**src/citd_pkg.sv**
```systemverilog
// Shared constants and types for the instruction timing decoder.
// Assumes a single system clock; all counts are in clock cycles.
`default_nettype none

package citd_pkg;

  ////////////////////////////////////////////////////////////////////////
  // Instruction length and cycle counts
  localparam logic [1:0] LEN_ONE = 2'h1;
  localparam logic [1:0] LEN_TWO = 2'h2;
  localparam logic [1:0] LEN_THREE = 2'h3;
  localparam logic [3:0] CYC_ONE = 4'h1;
  localparam logic [3:0] CYC_TWO = 4'h2;
  localparam logic [3:0] CYC_THREE = 4'h3;
  localparam logic [3:0] CYC_FOUR = 4'h4;
  localparam logic [3:0] CYC_FIVE = 4'h5;
  localparam logic [3:0] CYC_EIGHT = 4'h8;
  localparam logic [3:0] CYC_FIRST = 4'h0;
  localparam logic [3:0] CYC_STEP = 4'h1;

  ////////////////////////////////////////////////////////////////////////
  // Opcodes and operand fields
  localparam logic [7:0] OPC_NO_OPERATION = 8'h00;
  localparam logic [7:0] OPC_SPARE = 8'hA5;
  localparam logic [7:0] OPC_BIT_TEST_CLEAR_JUMP = 8'h10;
  localparam logic [7:0] OPC_SHORT_RELATIVE_JUMP = 8'h80;
  localparam logic [7:0] SFR_BASE = 8'h80;
  localparam int unsigned PAGE_LSB = 11;
  localparam logic [15:0] ADDR_STEP_TWO = 16'h0002;

  ////////////////////////////////////////////////////////////////////////
  // Enumerations
  typedef enum logic [3:0] {
    COND_NONE, COND_CARRY_SET, COND_CARRY_CLR, COND_ACC_ZERO, COND_ACC_NZ,
    COND_BIT_SET, COND_BIT_CLR, COND_UNEQUAL, COND_NONZERO
  } citd_cond_t;

  typedef enum logic [2:0] {
    TGT_NONE, TGT_REL, TGT_PAGE, TGT_FULL, TGT_INDIRECT
  } citd_tgt_t;

  typedef enum logic {ST_OPCODE, ST_BODY} citd_state_t;

endpackage

`default_nettype wire

```
**src/citd_opcode_class.sv**
```systemverilog
// Opcode classifier: byte length, base cycles, branch condition, target.
// Assumes the opcode is stable for the whole instruction.
`default_nettype none

module citd_opcode_class
  import citd_pkg::*;
(
  // Opcode
  input wire logic [7:0] opcode,
  // Classification
  output logic [1:0] cls_len,
  output logic [3:0] cls_cycles,
  output citd_cond_t cls_cond,
  output citd_tgt_t cls_target
);

  function automatic logic [12:0] pk(input logic [1:0] l,
                                     input logic [3:0] c,
                                     input citd_cond_t k,
                                     input citd_tgt_t t);
    pk = {l, c, k, t};
  endfunction

  logic [12:0] c;
  logic [12:0] one;
  logic [12:0] two;

  assign one = pk(LEN_ONE, CYC_ONE, COND_NONE, TGT_NONE);
  assign two = pk(LEN_TWO, CYC_TWO, COND_NONE, TGT_NONE);

  ////////////////////////////////////////////////////////////////////////
  // Opcode table, cycles counted in system clocks
  always_comb begin
    c = one;
    if (opcode[3]) begin
      case (opcode[7:4])
        4'h7, 4'h8, 4'hA: c = two;
        4'hB: c = pk(LEN_THREE, CYC_THREE, COND_UNEQUAL, TGT_REL);
        4'hD: c = pk(LEN_TWO, CYC_TWO, COND_NONZERO, TGT_REL);
        default: c = one;
      endcase
    end else if (opcode[3:1] == 3'b011) begin
      case (opcode[7:4])
        4'h7, 4'h8, 4'hA: c = two;
        4'hB: c = pk(LEN_THREE, CYC_FOUR, COND_UNEQUAL, TGT_REL);
        default: c = pk(LEN_ONE, CYC_TWO, COND_NONE, TGT_NONE);
      endcase
    end else begin
      case (opcode[2:0])
        3'h1: c = pk(LEN_TWO, CYC_THREE, COND_NONE, TGT_PAGE);
        3'h2: begin
          case (opcode[7:4])
            4'h0, 4'h1: c = pk(LEN_THREE, CYC_FOUR, COND_NONE, TGT_FULL);
            4'h2, 4'h3: c = pk(LEN_ONE, CYC_FIVE, COND_NONE, TGT_NONE);
            4'hE, 4'hF: c = pk(LEN_ONE, CYC_THREE, COND_NONE, TGT_NONE);
            default: c = two;
          endcase
        end
        3'h3: begin
          case (opcode[7:4])
            4'h4, 4'h5, 4'h6: c = pk(LEN_THREE, CYC_THREE, COND_NONE, TGT_NONE);
            4'h7: c = pk(LEN_ONE, CYC_THREE, COND_NONE, TGT_INDIRECT);
            4'h8, 4'h9, 4'hE, 4'hF: c = pk(LEN_ONE, CYC_THREE, COND_NONE,
                                          TGT_NONE);
            default: c = one;
          endcase
        end
        3'h4: begin
          case (opcode[7:4])
            4'h0, 4'h1, 4'hC, 4'hD, 4'hE, 4'hF: c = one;
            4'h8: c = pk(LEN_ONE, CYC_EIGHT, COND_NONE, TGT_NONE);
            4'hA: c = pk(LEN_ONE, CYC_FOUR, COND_NONE, TGT_NONE);
            4'hB: c = pk(LEN_THREE, CYC_THREE, COND_UNEQUAL, TGT_REL);
            default: c = two;
          endcase
        end
        3'h5: begin
          case (opcode[7:4])
            4'h7, 4'h8: c = pk(LEN_THREE, CYC_THREE, COND_NONE, TGT_NONE);
            4'hA: c = one;
            4'hB: c = pk(LEN_THREE, CYC_FOUR, COND_UNEQUAL, TGT_REL);
            4'hD: c = pk(LEN_THREE, CYC_THREE, COND_NONZERO, TGT_REL);
            default: c = two;
          endcase
        end
        default: begin
          case (opcode[7:4])
            4'h0: c = one;
            4'h1, 4'h2: c = pk(LEN_THREE, CYC_THREE, COND_BIT_SET, TGT_REL);
            4'h3: c = pk(LEN_THREE, CYC_THREE, COND_BIT_CLR, TGT_REL);
            4'h4: c = pk(LEN_TWO, CYC_TWO, COND_CARRY_SET, TGT_REL);
            4'h5: c = pk(LEN_TWO, CYC_TWO, COND_CARRY_CLR, TGT_REL);
            4'h6: c = pk(LEN_TWO, CYC_TWO, COND_ACC_ZERO, TGT_REL);
            4'h7: c = pk(LEN_TWO, CYC_TWO, COND_ACC_NZ, TGT_REL);
            4'h8: c = pk(LEN_TWO, CYC_THREE, COND_NONE, TGT_REL);
            4'h9: c = pk(LEN_THREE, CYC_THREE, COND_NONE, TGT_NONE);
            4'hE, 4'hF: c = pk(LEN_ONE, CYC_THREE, COND_NONE, TGT_NONE);
            default: c = two;
          endcase
        end
      endcase
    end
  end

  assign cls_len = c[12:11];
  assign cls_cycles = c[10:7];
  assign cls_cond = citd_cond_t'(c[6:3]);
  assign cls_target = citd_tgt_t'(c[2:0]);

endmodule // citd_opcode_class

`default_nettype wire

```
**src/citd_sequencer.sv**
```systemverilog
// Instruction timing sequencer: counts each instruction's clock cycles,
// captures operands, decides branches and issues transfer strobes.
// Assumes one instruction byte per clock on code_byte, next opcode
// presented the clock after instr_last; flags come from the same clock.
`default_nettype none

module citd_sequencer
  import citd_pkg::*;
(
  // Clock and reset
  input wire logic clk,
  input wire logic reset,
  // Instruction byte stream
  input wire logic [7:0] code_byte,
  input wire logic [15:0] code_addr,
  // Datapath state
  input wire logic [1:0] bank_select,
  input wire logic carry_flag,
  input wire logic [7:0] acc_value,
  input wire logic [15:0] data_pointer,
  input wire logic tested_bit,
  input wire logic compare_unequal,
  input wire logic decrement_nonzero,
  // Sequencing
  output logic instr_start,
  output logic instr_last,
  output logic [3:0] cycle_index_r,
  output logic [7:0] opcode_r,
  output logic [1:0] byte_len_r,
  output logic [3:0] base_cycles_r,
  // Operands
  output logic [7:0] operand1_r,
  output logic [7:0] operand2_r,
  output logic [7:0] bank_register_operand_r,
  output logic [7:0] indirect_pointer_operand_r,
  output logic direct_is_sfr_r,
  output logic no_operation_r,
  // Control transfer
  output logic branch_taken,
  output logic transfer_go,
  output logic [15:0] jump_target_r,
  output logic bit_clear
);

  ////////////////////////////////////////////////////////////////////////
  // Helpers

  function automatic logic [7:0] reg_addr(input logic [1:0] bank,
                                          input logic [2:0] sel);
    reg_addr = {3'b000, bank, sel};
  endfunction

  function automatic logic is_sfr(input logic [7:0] addr);
    is_sfr = (addr >= SFR_BASE);
  endfunction

  citd_state_t state_r;
  logic ext_r;
  logic [15:0] instr_addr_r;
  logic [7:0] cur_op;
  logic [15:0] addr_view;
  logic [7:0] op1_view;
  logic [7:0] op2_view;
  logic [1:0] dec_len;
  logic [3:0] dec_cyc;
  citd_cond_t dec_cond;
  citd_tgt_t dec_tgt;
  logic at_base_end;
  logic at_len_end;
  logic cond_met;
  logic [15:0] calc_target;

  ////////////////////////////////////////////////////////////////////////
  // Current instruction view

  assign instr_start = (state_r == ST_OPCODE);
  assign cur_op = instr_start ? code_byte : opcode_r;
  assign addr_view = instr_start ? code_addr : instr_addr_r;
  assign op1_view = (cycle_index_r == 4'h1) ? code_byte : operand1_r;
  assign op2_view = (cycle_index_r == 4'h2) ? code_byte : operand2_r;

  citd_opcode_class u_class (
    .opcode(cur_op),
    .cls_len(dec_len),
    .cls_cycles(dec_cyc),
    .cls_cond(dec_cond),
    .cls_target(dec_tgt)
  );

  citd_target_calc u_target (
    .instr_addr(addr_view),
    .opcode(cur_op),
    .byte_len(dec_len),
    .kind(dec_tgt),
    .op1(op1_view),
    .op2(op2_view),
    .acc_value(acc_value),
    .data_pointer(data_pointer),
    .target(calc_target)
  );

  ////////////////////////////////////////////////////////////////////////
  // Branch decision

  always_comb begin
    case (dec_cond)
      COND_CARRY_SET: cond_met = carry_flag;
      COND_CARRY_CLR: cond_met = !carry_flag;
      COND_ACC_ZERO: cond_met = (acc_value == 8'h00);
      COND_ACC_NZ: cond_met = (acc_value != 8'h00);
      COND_BIT_SET: cond_met = tested_bit;
      COND_BIT_CLR: cond_met = !tested_bit;
      COND_UNEQUAL: cond_met = compare_unequal;
      COND_NONZERO: cond_met = decrement_nonzero;
      default: cond_met = 1'b0;
    endcase
  end

  assign at_base_end = !ext_r && (cycle_index_r == dec_cyc - CYC_STEP);
  assign at_len_end = !ext_r && (cycle_index_r == {2'b00, dec_len} - CYC_STEP);
  assign branch_taken = at_base_end && cond_met;
  assign instr_last = ext_r || (at_base_end && !cond_met);
  assign transfer_go = instr_last && (dec_tgt != TGT_NONE) &&
                       ((dec_cond == COND_NONE) || ext_r);
  assign bit_clear = instr_last && ext_r &&
                     (opcode_r == OPC_BIT_TEST_CLEAR_JUMP);

  ////////////////////////////////////////////////////////////////////////
  // Cycle counter and state

  always_ff @(posedge clk) begin
    if (reset) begin
      cycle_index_r <= CYC_FIRST;
    end else if (instr_last) begin
      cycle_index_r <= CYC_FIRST;
    end else begin
      cycle_index_r <= cycle_index_r + CYC_STEP;
    end
  end

  always_ff @(posedge clk) begin
    if (reset) begin
      state_r <= ST_OPCODE;
    end else if (instr_last) begin
      state_r <= ST_OPCODE;
    end else begin
      state_r <= ST_BODY;
    end
  end

  always_ff @(posedge clk) begin
    if (reset) begin
      ext_r <= 1'b0;
    end else begin
      ext_r <= branch_taken;
    end
  end

  ////////////////////////////////////////////////////////////////////////
  // Opcode capture

  always_ff @(posedge clk) begin
    if (reset) begin
      opcode_r <= OPC_NO_OPERATION;
      instr_addr_r <= 16'h0000;
      byte_len_r <= LEN_ONE;
      base_cycles_r <= CYC_ONE;
      no_operation_r <= 1'b1;
    end else if (instr_start) begin
      opcode_r <= code_byte;
      instr_addr_r <= code_addr;
      byte_len_r <= dec_len;
      base_cycles_r <= dec_cyc;
      no_operation_r <= (code_byte == OPC_NO_OPERATION) ||
                        (code_byte == OPC_SPARE);
    end
  end

  always_ff @(posedge clk) begin
    if (reset) begin
      bank_register_operand_r <= 8'h00;
      indirect_pointer_operand_r <= 8'h00;
    end else if (instr_start) begin
      bank_register_operand_r <= reg_addr(bank_select, code_byte[2:0]);
      indirect_pointer_operand_r <= reg_addr(bank_select,
                                             {2'b00, code_byte[0]});
    end
  end

  ////////////////////////////////////////////////////////////////////////
  // Operand capture

  always_ff @(posedge clk) begin
    if (reset) begin
      operand1_r <= 8'h00;
      direct_is_sfr_r <= 1'b0;
    end else if (cycle_index_r == 4'h1 && byte_len_r != LEN_ONE) begin
      operand1_r <= code_byte;
      direct_is_sfr_r <= is_sfr(code_byte);
    end
  end

  always_ff @(posedge clk) begin
    if (reset) begin
      operand2_r <= 8'h00;
    end else if (cycle_index_r == 4'h2 && byte_len_r == LEN_THREE) begin
      operand2_r <= code_byte;
    end
  end

  always_ff @(posedge clk) begin
    if (reset) begin
      jump_target_r <= 16'h0000;
    end else if (at_len_end) begin
      jump_target_r <= calc_target;
    end
  end

  ////////////////////////////////////////////////////////////////////////
  // Checks

  logic [15:0] rel_expect;
  logic [15:0] page_next;

  assign page_next = instr_addr_r + ADDR_STEP_TWO;
  assign rel_expect = page_next + {{8{operand1_r[7]}}, operand1_r};
endmodule // citd_sequencer

`default_nettype wire

```
**src/citd_target_calc.sv**
```systemverilog
// Branch destination arithmetic for relative, page, full and indirect jumps.
// Assumes operand bytes are already visible when the result is used.
`default_nettype none

module citd_target_calc
  import citd_pkg::*;
(
  // Instruction context
  input wire logic [15:0] instr_addr,
  input wire logic [7:0] opcode,
  input wire logic [1:0] byte_len,
  input wire citd_tgt_t kind,
  // Operands
  input wire logic [7:0] op1,
  input wire logic [7:0] op2,
  input wire logic [7:0] acc_value,
  input wire logic [15:0] data_pointer,
  // Result
  output logic [15:0] target
);

  logic [15:0] next_addr;
  logic [7:0] rel_byte;

  assign next_addr = instr_addr + {14'h0000, byte_len};
  assign rel_byte = (byte_len == LEN_TWO) ? op1 : op2;

  always_comb begin
    case (kind)
      TGT_REL: target = next_addr + {{8{rel_byte[7]}}, rel_byte};
      TGT_PAGE: target = {next_addr[15:PAGE_LSB], opcode[7:5], op1};
      TGT_FULL: target = {op1, op2};
      TGT_INDIRECT: target = data_pointer + {8'h00, acc_value};
      default: target = next_addr;
    endcase
  end

endmodule // citd_target_calc

`default_nettype wire

```
**config.mk**
```make
export PLATFORM = sky130hd
export DESIGN_NAME = citd_sequencer
export DESIGN_NICKNAME = d
export VERILOG_FILES = /design/src/citd_pkg.sv /design/src/citd_opcode_class.sv /design/src/citd_sequencer.sv /design/src/citd_target_calc.sv
export SDC_FILE = /design/constraint.sdc
export NUM_CORES = 1
export LEC_CHECK = 0
export BUFFER_PORTS_ARGS = -buffer_cell sky130_fd_sc_hd__buf_2
export CORE_UTILIZATION = 35
export CTS_BUF_LIST = sky130_fd_sc_hd__clkbuf_8
export CTS_CLUSTER_DIAMETER = 30
export DETAILED_ROUTE_END_ITERATION = 7
export GPL_TIMING_DRIVEN = 0
export PLACE_DENSITY = 0.68
export SLEW_MARGIN = 10
export SYNTH_ARGS = -nofsm -noshare
export SYNTH_HDL_FRONTEND = slang
export SYNTH_SLANG_ARGS = --single-unit
```
**constraint.sdc**
```tcl
create_clock -name clk -period 7.4 [get_ports clk]
set_input_delay 0.37 -clock clk [delete_from_list [all_inputs] [get_ports clk]]
set_output_delay 0.37 -clock clk [all_outputs]
set_load 0.05 [all_outputs]
```
Word level (Yosys, flattened, before mapping)
Memory sizes are Yosys's and may differ from the RTL's.
Cells that the tools add are included.
W data, S select, Z words.

cells by class
  eq/ne operators = 37
  magnitude comparators = 1
  bitwise gates (word level) = 1
  add/sub/neg operators = 6
  reduce and logical (&&, ||, !) cells = 29
  multiplexer cells = 15

operators by type and width
  operator              number
  $pmux W13 S3          2
  $pmux W13 S5          1
  $pmux W16 S4          1
  $pmux W13 S4          1
  $mux W8               4
  $eq A4 B4 Y1 const B  7
  $mux W13              2
  $pmux W13 S2          1
  $eq A4 B2 Y1 const B  5
  $eq A4 B3 Y1 const B  5
  $add A16 B16 Y16      1
  $add A16 B2 Y16       1
  $add A16 B8 Y16       1
  $logic_not A8 Y1      2
  $mux W16              1
  $eq A3 B2 Y1 const B  5
  $eq A4 B1 Y1 const B  3
  $logic_and A1 B1 Y1   10
  $reduce_or A2 Y1      5
  $eq A3 B3 Y1 const B  3
  $eq A4 B4 Y1          2
  $eq A8 B5 Y1 const B  1
  $eq A8 B8 Y1 const B  1
  $ge A8 B8 Y1 const B  1
  15 further kinds      23

word-level totals
  memories kept = 3
  word-level logic and storage cells = 106
  bits in read-only memories = 336
  output and inout port bits = 73
  register bits after elaboration = 78

memories
  memory            words  width  rd ports  clocked after Yosys merged registers in  write ports  line                     RTL
  (name not given)  16     10     1         0                                        0            citd_opcode_class.sv:69  case (opcode[7:4])
  (name not given)  16     8      1         0                                        0            citd_opcode_class.sv:87  case (opcode[7:4])
  (name not given)  16     3      1         0                                        0            citd_opcode_class.sv:60  case (opcode[7:4])

Logic depth before layout (Yosys ltp)
Gate-level depths: netlist of the first run.

  depth after elaboration = 14
  depth in mapped cells = 32
  mapped depth without buffers = 26

Hierarchy
Synthesis of the first run repeated with hierarchy kept, for this count alone.

second synthesis, totals
  cells, all modules = 819
  area, all modules = 6721.4 um2

by module, submodules not included
  module             cells each  area an instance (um2)  sequential area each (um2)  times used
  citd_sequencer     339         3418.3                  1501.4                      1
  citd_target_calc   340         2389.8                  0.0                         1
  citd_opcode_class  140         913.4                   0.0                         1

Worst setup path after synthesis of the first run
OpenSTA, ideal clock, no wires.

  kind = reg-to-reg
  start point = reg state_r
  end point = reg jump_target_r[15]
  clock period less this slack = 6975 ps
  library setup time = 101 ps
  stages on the path, launching flop included = 28
  arrival time = 6874 ps
  setup slack = 425 ps
  path through = dfxtp_1 buf_6 buf_6 buf_2 buf_2 buf_1 clkbuf_1 mux2i_1 inv_1 ha_1 or2_2 o221a_2 nor4_1 a221o_1 and2_1 ha_1 buf_1 mux2_2 a21oi_1 ha_1 and3_1 a21oi_1 o211ai_1 a311o_1 a31oi_1 xnor2_1 a211oi_1 o41ai_1

on the way
  cells in the longest elaborated chain, start to end = 11

ends and longest elaborated chain
  item                                                     line                                                                       RTL
  from (decl)                                              citd_sequencer.sv:57                                                       citd_state_t state_r;
  from (signal assigned)                                   citd_sequencer.sv:143                                                      state_r <= ST_OPCODE;
  from (signal assigned)                                   citd_sequencer.sv:145                                                      state_r <= ST_OPCODE;
  from (signal assigned)                                   citd_sequencer.sv:147                                                      state_r <= ST_BODY;
  $mux W8 *                                                -
  named net cur_op[4]                                      citd_sequencer.sv:60                                                       logic [7:0] cur_op;
  $eq A4 B3 Y1 (tied with other cells)                     citd_opcode_class.sv:36, citd_opcode_class.sv:43, citd_opcode_class.sv:78
  $reduce_or A2 Y1 (on tied branches)                      citd_opcode_class.sv:78, citd_opcode_class.sv:52
  $pmux W13 S4 or $pmux W13 S3 (tied branches)             citd_opcode_class.sv:78, citd_opcode_class.sv:52
  $pmux W13 S5                                             citd_opcode_class.sv:49                                                    case (opcode[2:0])
  $mux W13                                                 citd_opcode_class.sv:42                                                    end else if (opcode[3:1] == 3'b011) begin
  $mux W13 *                                               citd_opcode_class.sv:35                                                    if (opcode[3]) begin
  branches (longest 4 deep; another with $add A16 B2 Y16)  -
  to (signal assigned)                                     citd_sequencer.sv:215                                                      jump_target_r <= calc_target;
  to (decl)                                                citd_sequencer.sv:41                                                       output logic [15:0] jump_target_r,

Mark *: on every way through the listed nets, which the timed path passes.
A chain may end at the register's enable or synchronous reset.

Final worst setup path of the first run
  start point = reg state_r
  end point = reg jump_target_r[15]

on the way
  cells in the longest elaborated chain, start to end = 11

ends and longest elaborated chain
  item                                                     line                                                                       RTL
  $mux W8 *                                                -
  named net cur_op[4]                                      citd_sequencer.sv:60
  $eq A4 B3 Y1 (tied with other cells)                     citd_opcode_class.sv:36, citd_opcode_class.sv:43, citd_opcode_class.sv:78
  $reduce_or A2 Y1 (on tied branches)                      citd_opcode_class.sv:78, citd_opcode_class.sv:52
  $pmux W13 S4 or $pmux W13 S3 (tied branches)             citd_opcode_class.sv:78, citd_opcode_class.sv:52
  $pmux W13 S5                                             citd_opcode_class.sv:49
  $mux W13                                                 citd_opcode_class.sv:42
  $mux W13 *                                               citd_opcode_class.sv:35
  named net dec_len[0]                                     citd_sequencer.sv:64                                                       logic [1:0] dec_len;
  branches (longest 4 deep; another with $add A16 B2 Y16)  -

Marked as above.

==> impl_results.md, run 1 <==
* Sequential area share after synthesis at 0.223
* Run status: completed
* Switching Fraction at 0.539
* Worst slew slack as a fraction of its limit at 0.397
* Final Hold Vio Count at 0
* Capturing instance or port of the critical path: jump_target_r[15]
* Slack of the worst reg-to-reg path at 0.30 ns
* Element type at the critical path end: flop
* Share of flip-flops with an asynchronous set or reset at 0
* Clock latency at the later pin of the worst-skew pair at 0.38 ns
* Post-DR vias/cell at 5.82
* Per-cell routed wire length at 20.0 um
* Yosys warns at 0
* Antenna viol nets, final at 0
* Final Slew Violations at 0
* Clock tree skew after final layout at 0.00922 ns
* CTS Buffer Depth at 2
* Slowest stage cell, crit path: sky130_fd_sc_hd__dfxtp_1
* Vertical die dimension at 141 um
* Cell at the root of the clock tree: sky130_fd_sc_hd__clkbuf_8
* Global routing's busiest layer: met2
* Number of design-rule violations left by the first detailed-router iteration at 677
* Internal power at 1.90 mW
* Critical path peak fanout at 19
* Flop pwr share at 0.140
* Site Rows at 50
* FF-to-FF Start: state_r
* # setup viols final at 0
* Number of flops mapped to enable cells by yosys at 0
* Worst path required time at 7.68 ns
* Die boundary width at 141 um
* Post-synthesis instance total at 865
* Fillcell total at 1952
* Die area at 19800 um2
* Startpoint class of the critical path: flop
* Most frequent cell on the critical path: sky130_fd_sc_hd__inv_1
* Critical path class: flop to flop
* Combinational share of power at 0.752
* Core area at 18800 um2
* Share of power burned in the clock network at 0.109
* Met1 global-route usage at 0.340
* Total power per unit cell area at 516 nW/um2
* Ant. Diodes at 0
* Final Util at 0.426
* Clock tree from TritonCTS: built
* Total DRC errors in the routed layout at 0
* Overall fraction of global-route tracks in use at 0.251
* Post-synthesis to final-layout area growth at 19.0%
* Minimum clock period after layout at 7.10 ns
* Vias in the first global route at 6780
* Fraction of the cycle the final worst path needs at 0.959
* Depth of the CTS H-tree at 3
* Sequential cell area at 1500 um2
* GR Util met3 at 0.0414
* Source of the critical timing path: state_r
* Highest clock frequency the design can meet at 141 MHz
* Hold crit path type: input pin to flop
* Pin slew with the least headroom to its limit at 0.881 ns
* Leftover overflow at the end of global routing at 0
* Post-detailed-placement cell area at 7630 um2
* Arrival time worst endpoint at 7.38 ns
* Largest net degree at the start of global routing at 20
* Path depth of the worst reg2reg path at 29
* Hold-fix buffers at CTS at 0
* Post-route standard cell area excluding fillers at 8000 um2
* Clock buffers created by TritonCTS at 9
* Netlist Area Pre-Place at 6720 um2
* Dpl hpwl at 19400 um
* Initial Utilization at 0.358
* Unrepaired setup endpoints after global routing: no
* Port-buffer cells at 119
* Peak supply drop at 0.000208 V
* Clock Sink Count at 75
* Wire length of the first global-routing pass at 37700 um
* Routability congestion estimate at 1.00
* Pre-Repair DR Iteration Count at 6
* Final TNS setup at 0 ns
* Ys flop type: sky130_fd_sc_hd__dfxtp_1
* Average cell area after synthesis at 7.77 um2
* Number of antenna violations at the first check in global routing at 0
* Number of library cell types mapped by synthesis at 85
* Terminus of the critical flop-to-flop path: jump_target_r[15]
* Wirelength, routed at 24800 um
* Met2 Use GR at 0.397
* Maxcap violations at 0
* I/O pins at 129
* Total Nets Final at 1101
* Overall power at 4.12 mW
* Switching power summed over all nets at 2.22 mW
* Share of post-route cells with drive strength above 1 at 0.212
* Flip-flop and latch count after synthesis at 75
* Total number of vias at 7213
* Maximum single-stage delay on the critical path at 0.45 ns
* Clk slew on worst S/H paths at 0.08 ns
* Pleak at 3.50 nW
* Multi-input gate area in the final layout at 4890 um2
-- per-layer routing --
metal / vias up / routed length (um)
met2: 337 / 11100
met3: 55 / 1810
met1: 3404 / 11200
met5: - / 0
met4: 0 / 673
li1: 3417 / -
-- final cells by class --
type,count,share of cell area
buffer,55,0.0396
clock buffer,10,0.0172
clock inverter,6,0.0171
inverter,30,0.0144
multi-input combinational,710,0.612
sequential,75,0.188
tap,234,0.0366
timing repair buffer,120,0.0754
-- cells in the mapped netlist, types with 13 or more instances --
library cell	number	area, um2
sky130_fd_sc_hd__nor2_1	104	390
sky130_fd_sc_hd__dfxtp_1	75	1500
sky130_fd_sc_hd__nand2_1	69	259
sky130_fd_sc_hd__a21oi_1	58	290
sky130_fd_sc_hd__mux2i_1	49	490
sky130_fd_sc_hd__ha_1	41	513
sky130_fd_sc_hd__xnor2_1	31	272
sky130_fd_sc_hd__inv_1	28	105
sky130_fd_sc_hd__o21ai_0	27	135
sky130_fd_sc_hd__nor3_1	25	125
sky130_fd_sc_hd__clkbuf_1	21	78.8
sky130_fd_sc_hd__nand3_1	21	105
sky130_fd_sc_hd__xor2_1	20	175
sky130_fd_sc_hd__a211oi_1	15	113
sky130_fd_sc_hd__o22ai_1	15	93.8
sky130_fd_sc_hd__buf_2	14	70.1
sky130_fd_sc_hd__o211ai_1	13	97.6
-- layout by cell type, fill, tap and decap left out, types with 13 or more instances in the layout --
cell type	n
sky130_fd_sc_hd__ha_1	39
sky130_fd_sc_hd__o22ai_1	14
sky130_fd_sc_hd__clkbuf_1	19
sky130_fd_sc_hd__nand3_1	21
sky130_fd_sc_hd__a21oi_1	57
sky130_fd_sc_hd__a211oi_1	15
sky130_fd_sc_hd__inv_1	28
sky130_fd_sc_hd__nor3_1	25
sky130_fd_sc_hd__o211ai_1	13
sky130_fd_sc_hd__nor2_1	104
sky130_fd_sc_hd__dfxtp_1	75
sky130_fd_sc_hd__xnor2_1	31
sky130_fd_sc_hd__mux2i_1	48
sky130_fd_sc_hd__xor2_1	19
sky130_fd_sc_hd__buf_2	131
sky130_fd_sc_hd__nand2_1	69
sky130_fd_sc_hd__o21ai_0	25
-- registers in the layout (all words and copies together), names as in the netlist --
| name | flops |
|---|---|
| base_cycles_r | 4 |
| indirect_pointer_operand_r | 3 |
| direct_is_sfr_r | 1 |
| state_r | 1 |
| jump_target_r | 16 |
| ext_r | 1 |
| cycle_index_r | 4 |
| no_operation_r | 1 |
| operand1_r | 8 |
| instr_addr_r | 16 |
| byte_len_r | 2 |
| opcode_r | 8 |
| operand2_r | 8 |
| bank_register_operand_r | 2 |
-- worst max-delay path, delay by kind of cell, from the launching register on --
kind            cells  cell delay, ns
flops               1            0.45
xor+xnor            1            0.14
buf+inv            10            1.73
fa+ha+maj           4            1.11
simple gates        3            0.80
compound gates     10            2.42
mux                 1            0.33
-- power groups by stage --
stage               Sequential, mW  Clock [mW]  Combinational, mW
finish                       0.576       0.448               3.10
global route                 0.588       0.464               3.34
CTS                          0.575       0.452               3.03
detailed placement           0.584           0               2.98
global placement             0.584           0               2.98
floorplan                    0.760           0               2.09
-- metrics by stage --
| stage | instances | worst slack [ns] | hold slack (ns) |
|---|---|---|---|
| 2_1_floorplan | 872 | 0.425 | 0.480 |
| 3_3_place_gp | 1225 | -1.81 | 0.444 |
| 3_5_place_dp | 1225 | -1.82 | 0.446 |
| 4_1_cts | 1239 | 0.0475 | 0.212 |
| 5_1_grt | 1240 | 0.0180 | 0.235 |
| 6_report | 1240 | 0.303 | 0.218 |
-- worst min path at each step --
stage	start	endpoint	slack [ns]	cells past startpoint
after floorplan	instr_addr_r[15]	instr_addr_r[15]	0.48	2
after global placement	direct_is_sfr_r	direct_is_sfr_r	0.44	2
after detailed placement	direct_is_sfr_r	direct_is_sfr_r	0.45	2
after CTS	bank_select[0]	indirect_pointer_operand_r[3]	0.21	3
after global routing	bank_select[0]	indirect_pointer_operand_r[3]	0.24	3
final	bank_select[0]	indirect_pointer_operand_r[3]	0.22	3
-- cell families after synthesis --
group,count (synthesis),synth area share
multiplexers,57,0.0870
AO/OA/AOI/OAI,226,0.233
flip-flops,75,0.223
other,1,0.000558
buffers and inverters,87,0.0622
XOR/XNOR,51,0.0665
adder cells (fa/ha/maj),44,0.0853
AND/OR/NAND/NOR,324,0.242
-- repair_timing --
action,in CTS,in global routing
setup endpoints to repair,16,7
gates resized for setup,11,12
buffers inserted,0,1
No activity file was read; power rests on OpenSTA's default activity.
==> run 2: changes to the inputs <==
--- a/config.mk
+++ b/config.mk
@@ -6,13 +6,15 @@
 export NUM_CORES = 1
 export LEC_CHECK = 0
 export BUFFER_PORTS_ARGS = -buffer_cell sky130_fd_sc_hd__buf_2
-export CORE_UTILIZATION = 35
+export CELL_PAD_IN_SITES_DETAIL_PLACEMENT = 2
+export CELL_PAD_IN_SITES_GLOBAL_PLACEMENT = 2
+export CORE_UTILIZATION = 30
 export CTS_BUF_LIST = sky130_fd_sc_hd__clkbuf_8
 export CTS_CLUSTER_DIAMETER = 30
 export DETAILED_ROUTE_END_ITERATION = 7
 export GPL_TIMING_DRIVEN = 0
-export PLACE_DENSITY = 0.68
-export SLEW_MARGIN = 10
+export PLACE_DENSITY_LB_ADDON = 0.1
+export SLEW_MARGIN = 15
 export SYNTH_ARGS = -nofsm -noshare
 export SYNTH_HDL_FRONTEND = slang
 export SYNTH_SLANG_ARGS = --single-unit
==> run 2 against run 1 <==
Effect of this change:
- sequential share of layout area shrank 0.14 points
- worst setup slack gained 0.049 ns
- critical path type unchanged
- via count grew 0.94%
- clock-buffer cell count shrank 1
- highest routed layer unchanged
- routed wire length grew 20%
- clock skew grew 0.011 ns
- largest power group unchanged
- critical path depth is the same
==> impl_results.md, run 2 (same netlist as run 1, synthesis figures left out) <==
* Run status: completed
* Routed length on met3 at 1310 um (-27%)
* Number of antenna violations at the first check in global routing at 0 (unchanged)
* Worst slew slack as a fraction of its limit at 0.397 (about the same)
* Die boundary width at 152 um (+7.9%)
* Unrepaired setup endpoints after global routing: no
* Leading registers by flop count: instr_addr_r x16, jump_target_r x16
* Critical path class: flop to flop
* Fraction of the cycle the final worst path needs at 0.952 (-0.00656)
* Share of post-route cells with drive strength above 1 at 0.222 (+0.0105)
* Clk slew on worst S/H paths at 0.10 ns (+0.02 ns)
* Terminus of the critical flop-to-flop path: jump_target_r[15]
* Element type at the critical path end: flop
* Clock tree skew after final layout at 0.0198 ns (+0.0106 ns)
* FF-to-FF Start: state_r
* Clock latency at the later pin of the worst-skew pair at 0.39 ns (about the same)
* Maxcap violations at 0 (unchanged)
* Clock buffers created by TritonCTS at 9 (unchanged)
* Arrival time worst endpoint at 7.32 ns (-0.06 ns)
* Hold crit path type: input pin to flop
* Most frequent cells in the layout: sky130_fd_sc_hd__buf_2 (131), sky130_fd_sc_hd__nor2_1 (104), sky130_fd_sc_hd__dfxtp_1 (74), sky130_fd_sc_hd__nand2_1 (69), sky130_fd_sc_hd__a21oi_1 (55)
* Logic depth of the worst setup path including buffers at 29 (unchanged)
* Capturing instance or port of the critical path: jump_target_r[15]
* Port-buffer cells at 119 (unchanged)
* Ant. Diodes at 0 (unchanged)
* Maximum single-stage delay on the critical path at 0.44 ns (about the same)
* Wirelength, routed at 29700 um (+20%)
* Total power per unit cell area at 524 nW/um2 (+1.6%)
* Vias in the first global route at 7361 (+8.6%)
* Slack of the worst reg-to-reg path at 0.35 ns (+0.05 ns)
* Critical path peak fanout at 19 (unchanged)
* Final TNS setup at 0 ns (unchanged)
* Core area at 21900 um2 (+17%)
* Cell at the root of the clock tree: sky130_fd_sc_hd__clkbuf_8
* Pre-Repair DR Iteration Count at 5 (-1)
* Depth of the CTS H-tree at 3 (unchanged)
* Startpoint class of the critical path: flop
* Pin slew with the least headroom to its limit at 0.879 ns (-0.00265 ns)
* Post-synthesis to final-layout area growth at 20.0%
* Total Nets Final at 1103 (+0.18%)
* Final Util at 0.368 (-0.0577)
* Overall fraction of global-route tracks in use at 0.263 (+0.0125)
* Leading cell type in the layout, fill and taps excluded: sky130_fd_sc_hd__buf_2
* Wire length of the first global-routing pass at 44700 um (+18%)
* Topmost layer with routed signal wires: met4
* Initial Utilization at 0.307 (-0.0511)
* Clock Sink Count at 75 (unchanged)
* Total number of vias at 7281 (+0.94%)
* Most frequent cell on the critical path: sky130_fd_sc_hd__inv_1
* Die area at 23000 um2 (+16%)
* Top delay family on crit path: compound AO/OA/AOI/OAI gates
* Sum of buffers and inverters on the critical path at 8 (-2)
* CTS Buffer Depth at 2 (unchanged)
* Antenna viol nets, final at 0 (unchanged)
* Final Hold Vio Count at 0 (unchanged)
* Source of the critical timing path: state_r
* Minimum clock period after layout at 7.05 ns (-0.0485 ns)
* Vertical die dimension at 152 um (+7.9%)
* Total DRC errors in the routed layout at 0 (unchanged)
* Number of design-rule violations left by the first detailed-router iteration at 291 (-57%)
* Slowest stage cell, crit path: sky130_fd_sc_hd__dfxtp_2
* Pleak at 3.50 nW (-0.16%)
* Met2 WL post-DR at 13600 um (+22%)
* Overall power at 4.22 mW (+2.4%)
* Final Slew Violations at 0 (unchanged)
* Peak supply drop at 0.000219 V (+5.2%)
* Clock tree from TritonCTS: built
* Worst path required time at 7.67 ns (about the same)
* Leftover overflow at the end of global routing at 0 (unchanged)
* WL met1 at 14100 um (+26%)
* # setup viols final at 0 (unchanged)
* I/O pins at 129 (unchanged)
* WHS Path Cells at 3 (unchanged)
* Dpl hpwl at 23800 um (+23%)
* Post-DR vias/cell at 5.65 (-2.8%)
* Path depth of the worst reg2reg path at 29 (unchanged)
* Highest clock frequency the design can meet at 142 MHz (+0.69%)
* Per-cell routed wire length at 23.1 um (+15%)
* Largest net degree at the start of global routing at 20 (unchanged)
* Routability congestion estimate at 0.947 (-5.3%)
* Site Rows at 54 (+8.0%)
-- run 2: changes by cell type in the layout (fill, tap and decap cells not counted), moves of 2 or more --
| cell | change |
|---|---|
| sky130_fd_sc_hd__bufinv_16 | -3 |
| sky130_fd_sc_hd__buf_4 | +3 |
| sky130_fd_sc_hd__ha_4 | +2 |
| sky130_fd_sc_hd__a21oi_2 | +2 |
| sky130_fd_sc_hd__a21oi_1 | -2 |
| sky130_fd_sc_hd__ha_2 | -2 |
| sky130_fd_sc_hd__inv_6 | +2 |
-- run 2: final cells by class --
| type | instances | area [um2] |
|---|---|---|
| plain buffers | 55 | 325 |
| flip-flops and latches | 75 | 1500 |
| clock buffers | 9 | 124 |
| inverters | 30 | 115 |
| multi-input cells | 710 | 4950 |
| repair buffers | 122 | 618 |
| clock inverters | 7 | 76.3 |
| well taps | 280 | 350 |
| fillers | 2654 | 13800 |
-- run 2: how the worst min path moves through the flow --
stage                                     to  slack, ns               from
5_1_grt        indirect_pointer_operand_r[3]       0.21     bank_select[0]
3_5_place_dp               jump_target_r[10]       0.45  jump_target_r[10]
2_1_floorplan               instr_addr_r[15]       0.48   instr_addr_r[15]
6_report       indirect_pointer_operand_r[4]       0.22     bank_select[1]
3_3_place_gp               jump_target_r[10]       0.44  jump_target_r[10]
4_1_cts        indirect_pointer_operand_r[4]       0.21     bank_select[1]
-- run 2: timing repair --
item / CTS / global route
gates resized for setup: 20 / 15
setup buffers: 1 / 2
pin swaps: 1 / 2
hold buffers: 0 / 0
endpoints found under the setup margin: 19 / 7
-- run 2: worst register-to-register path: cells and delay by family (launching register included) --
| family | cells | cell delay (ns) |
|---|---|---|
| and+or+nand+nor | 4 | 1.10 |
| buffers and inverters | 8 | 1.42 |
| adders and majority gates | 3 | 0.73 |
| xor gates and xnor gates | 2 | 0.25 |
| DFF | 1 | 0.44 |
| muxes | 1 | 0.34 |
| AOI/OAI and AO/OA | 11 | 2.67 |
-- run 2: layer usage --
metal,up-vias,track usage
met4,0,0.0876
li1,3416,-
met3,38,0.0446
met5,-,0
met2,168,0.424
met1,3659,0.353
-- run 2: metrics by stage --
step | hold WS [ns] | instances | worst slack [ns] | area [um2]
floorplan | 0.480 | 872 | 0.425 | 6750
global placement | 0.444 | 1271 | -2.64 | 7690
detailed placement | 0.455 | 1271 | -2.64 | 7690
CTS | 0.212 | 1286 | 0.00434 | 7980
global route | 0.210 | 1288 | 0.000590 | 8070
finish | 0.220 | 1288 | 0.352 | 8070
-- run 2: power by group --
part	internal, mW	total [mW]	switching [mW]
Combinational	1.18	3.30	2.11
Clock	0.158	0.346	0.188
Sequential	0.491	0.582	0.0909
Total	1.83	4.22	2.39
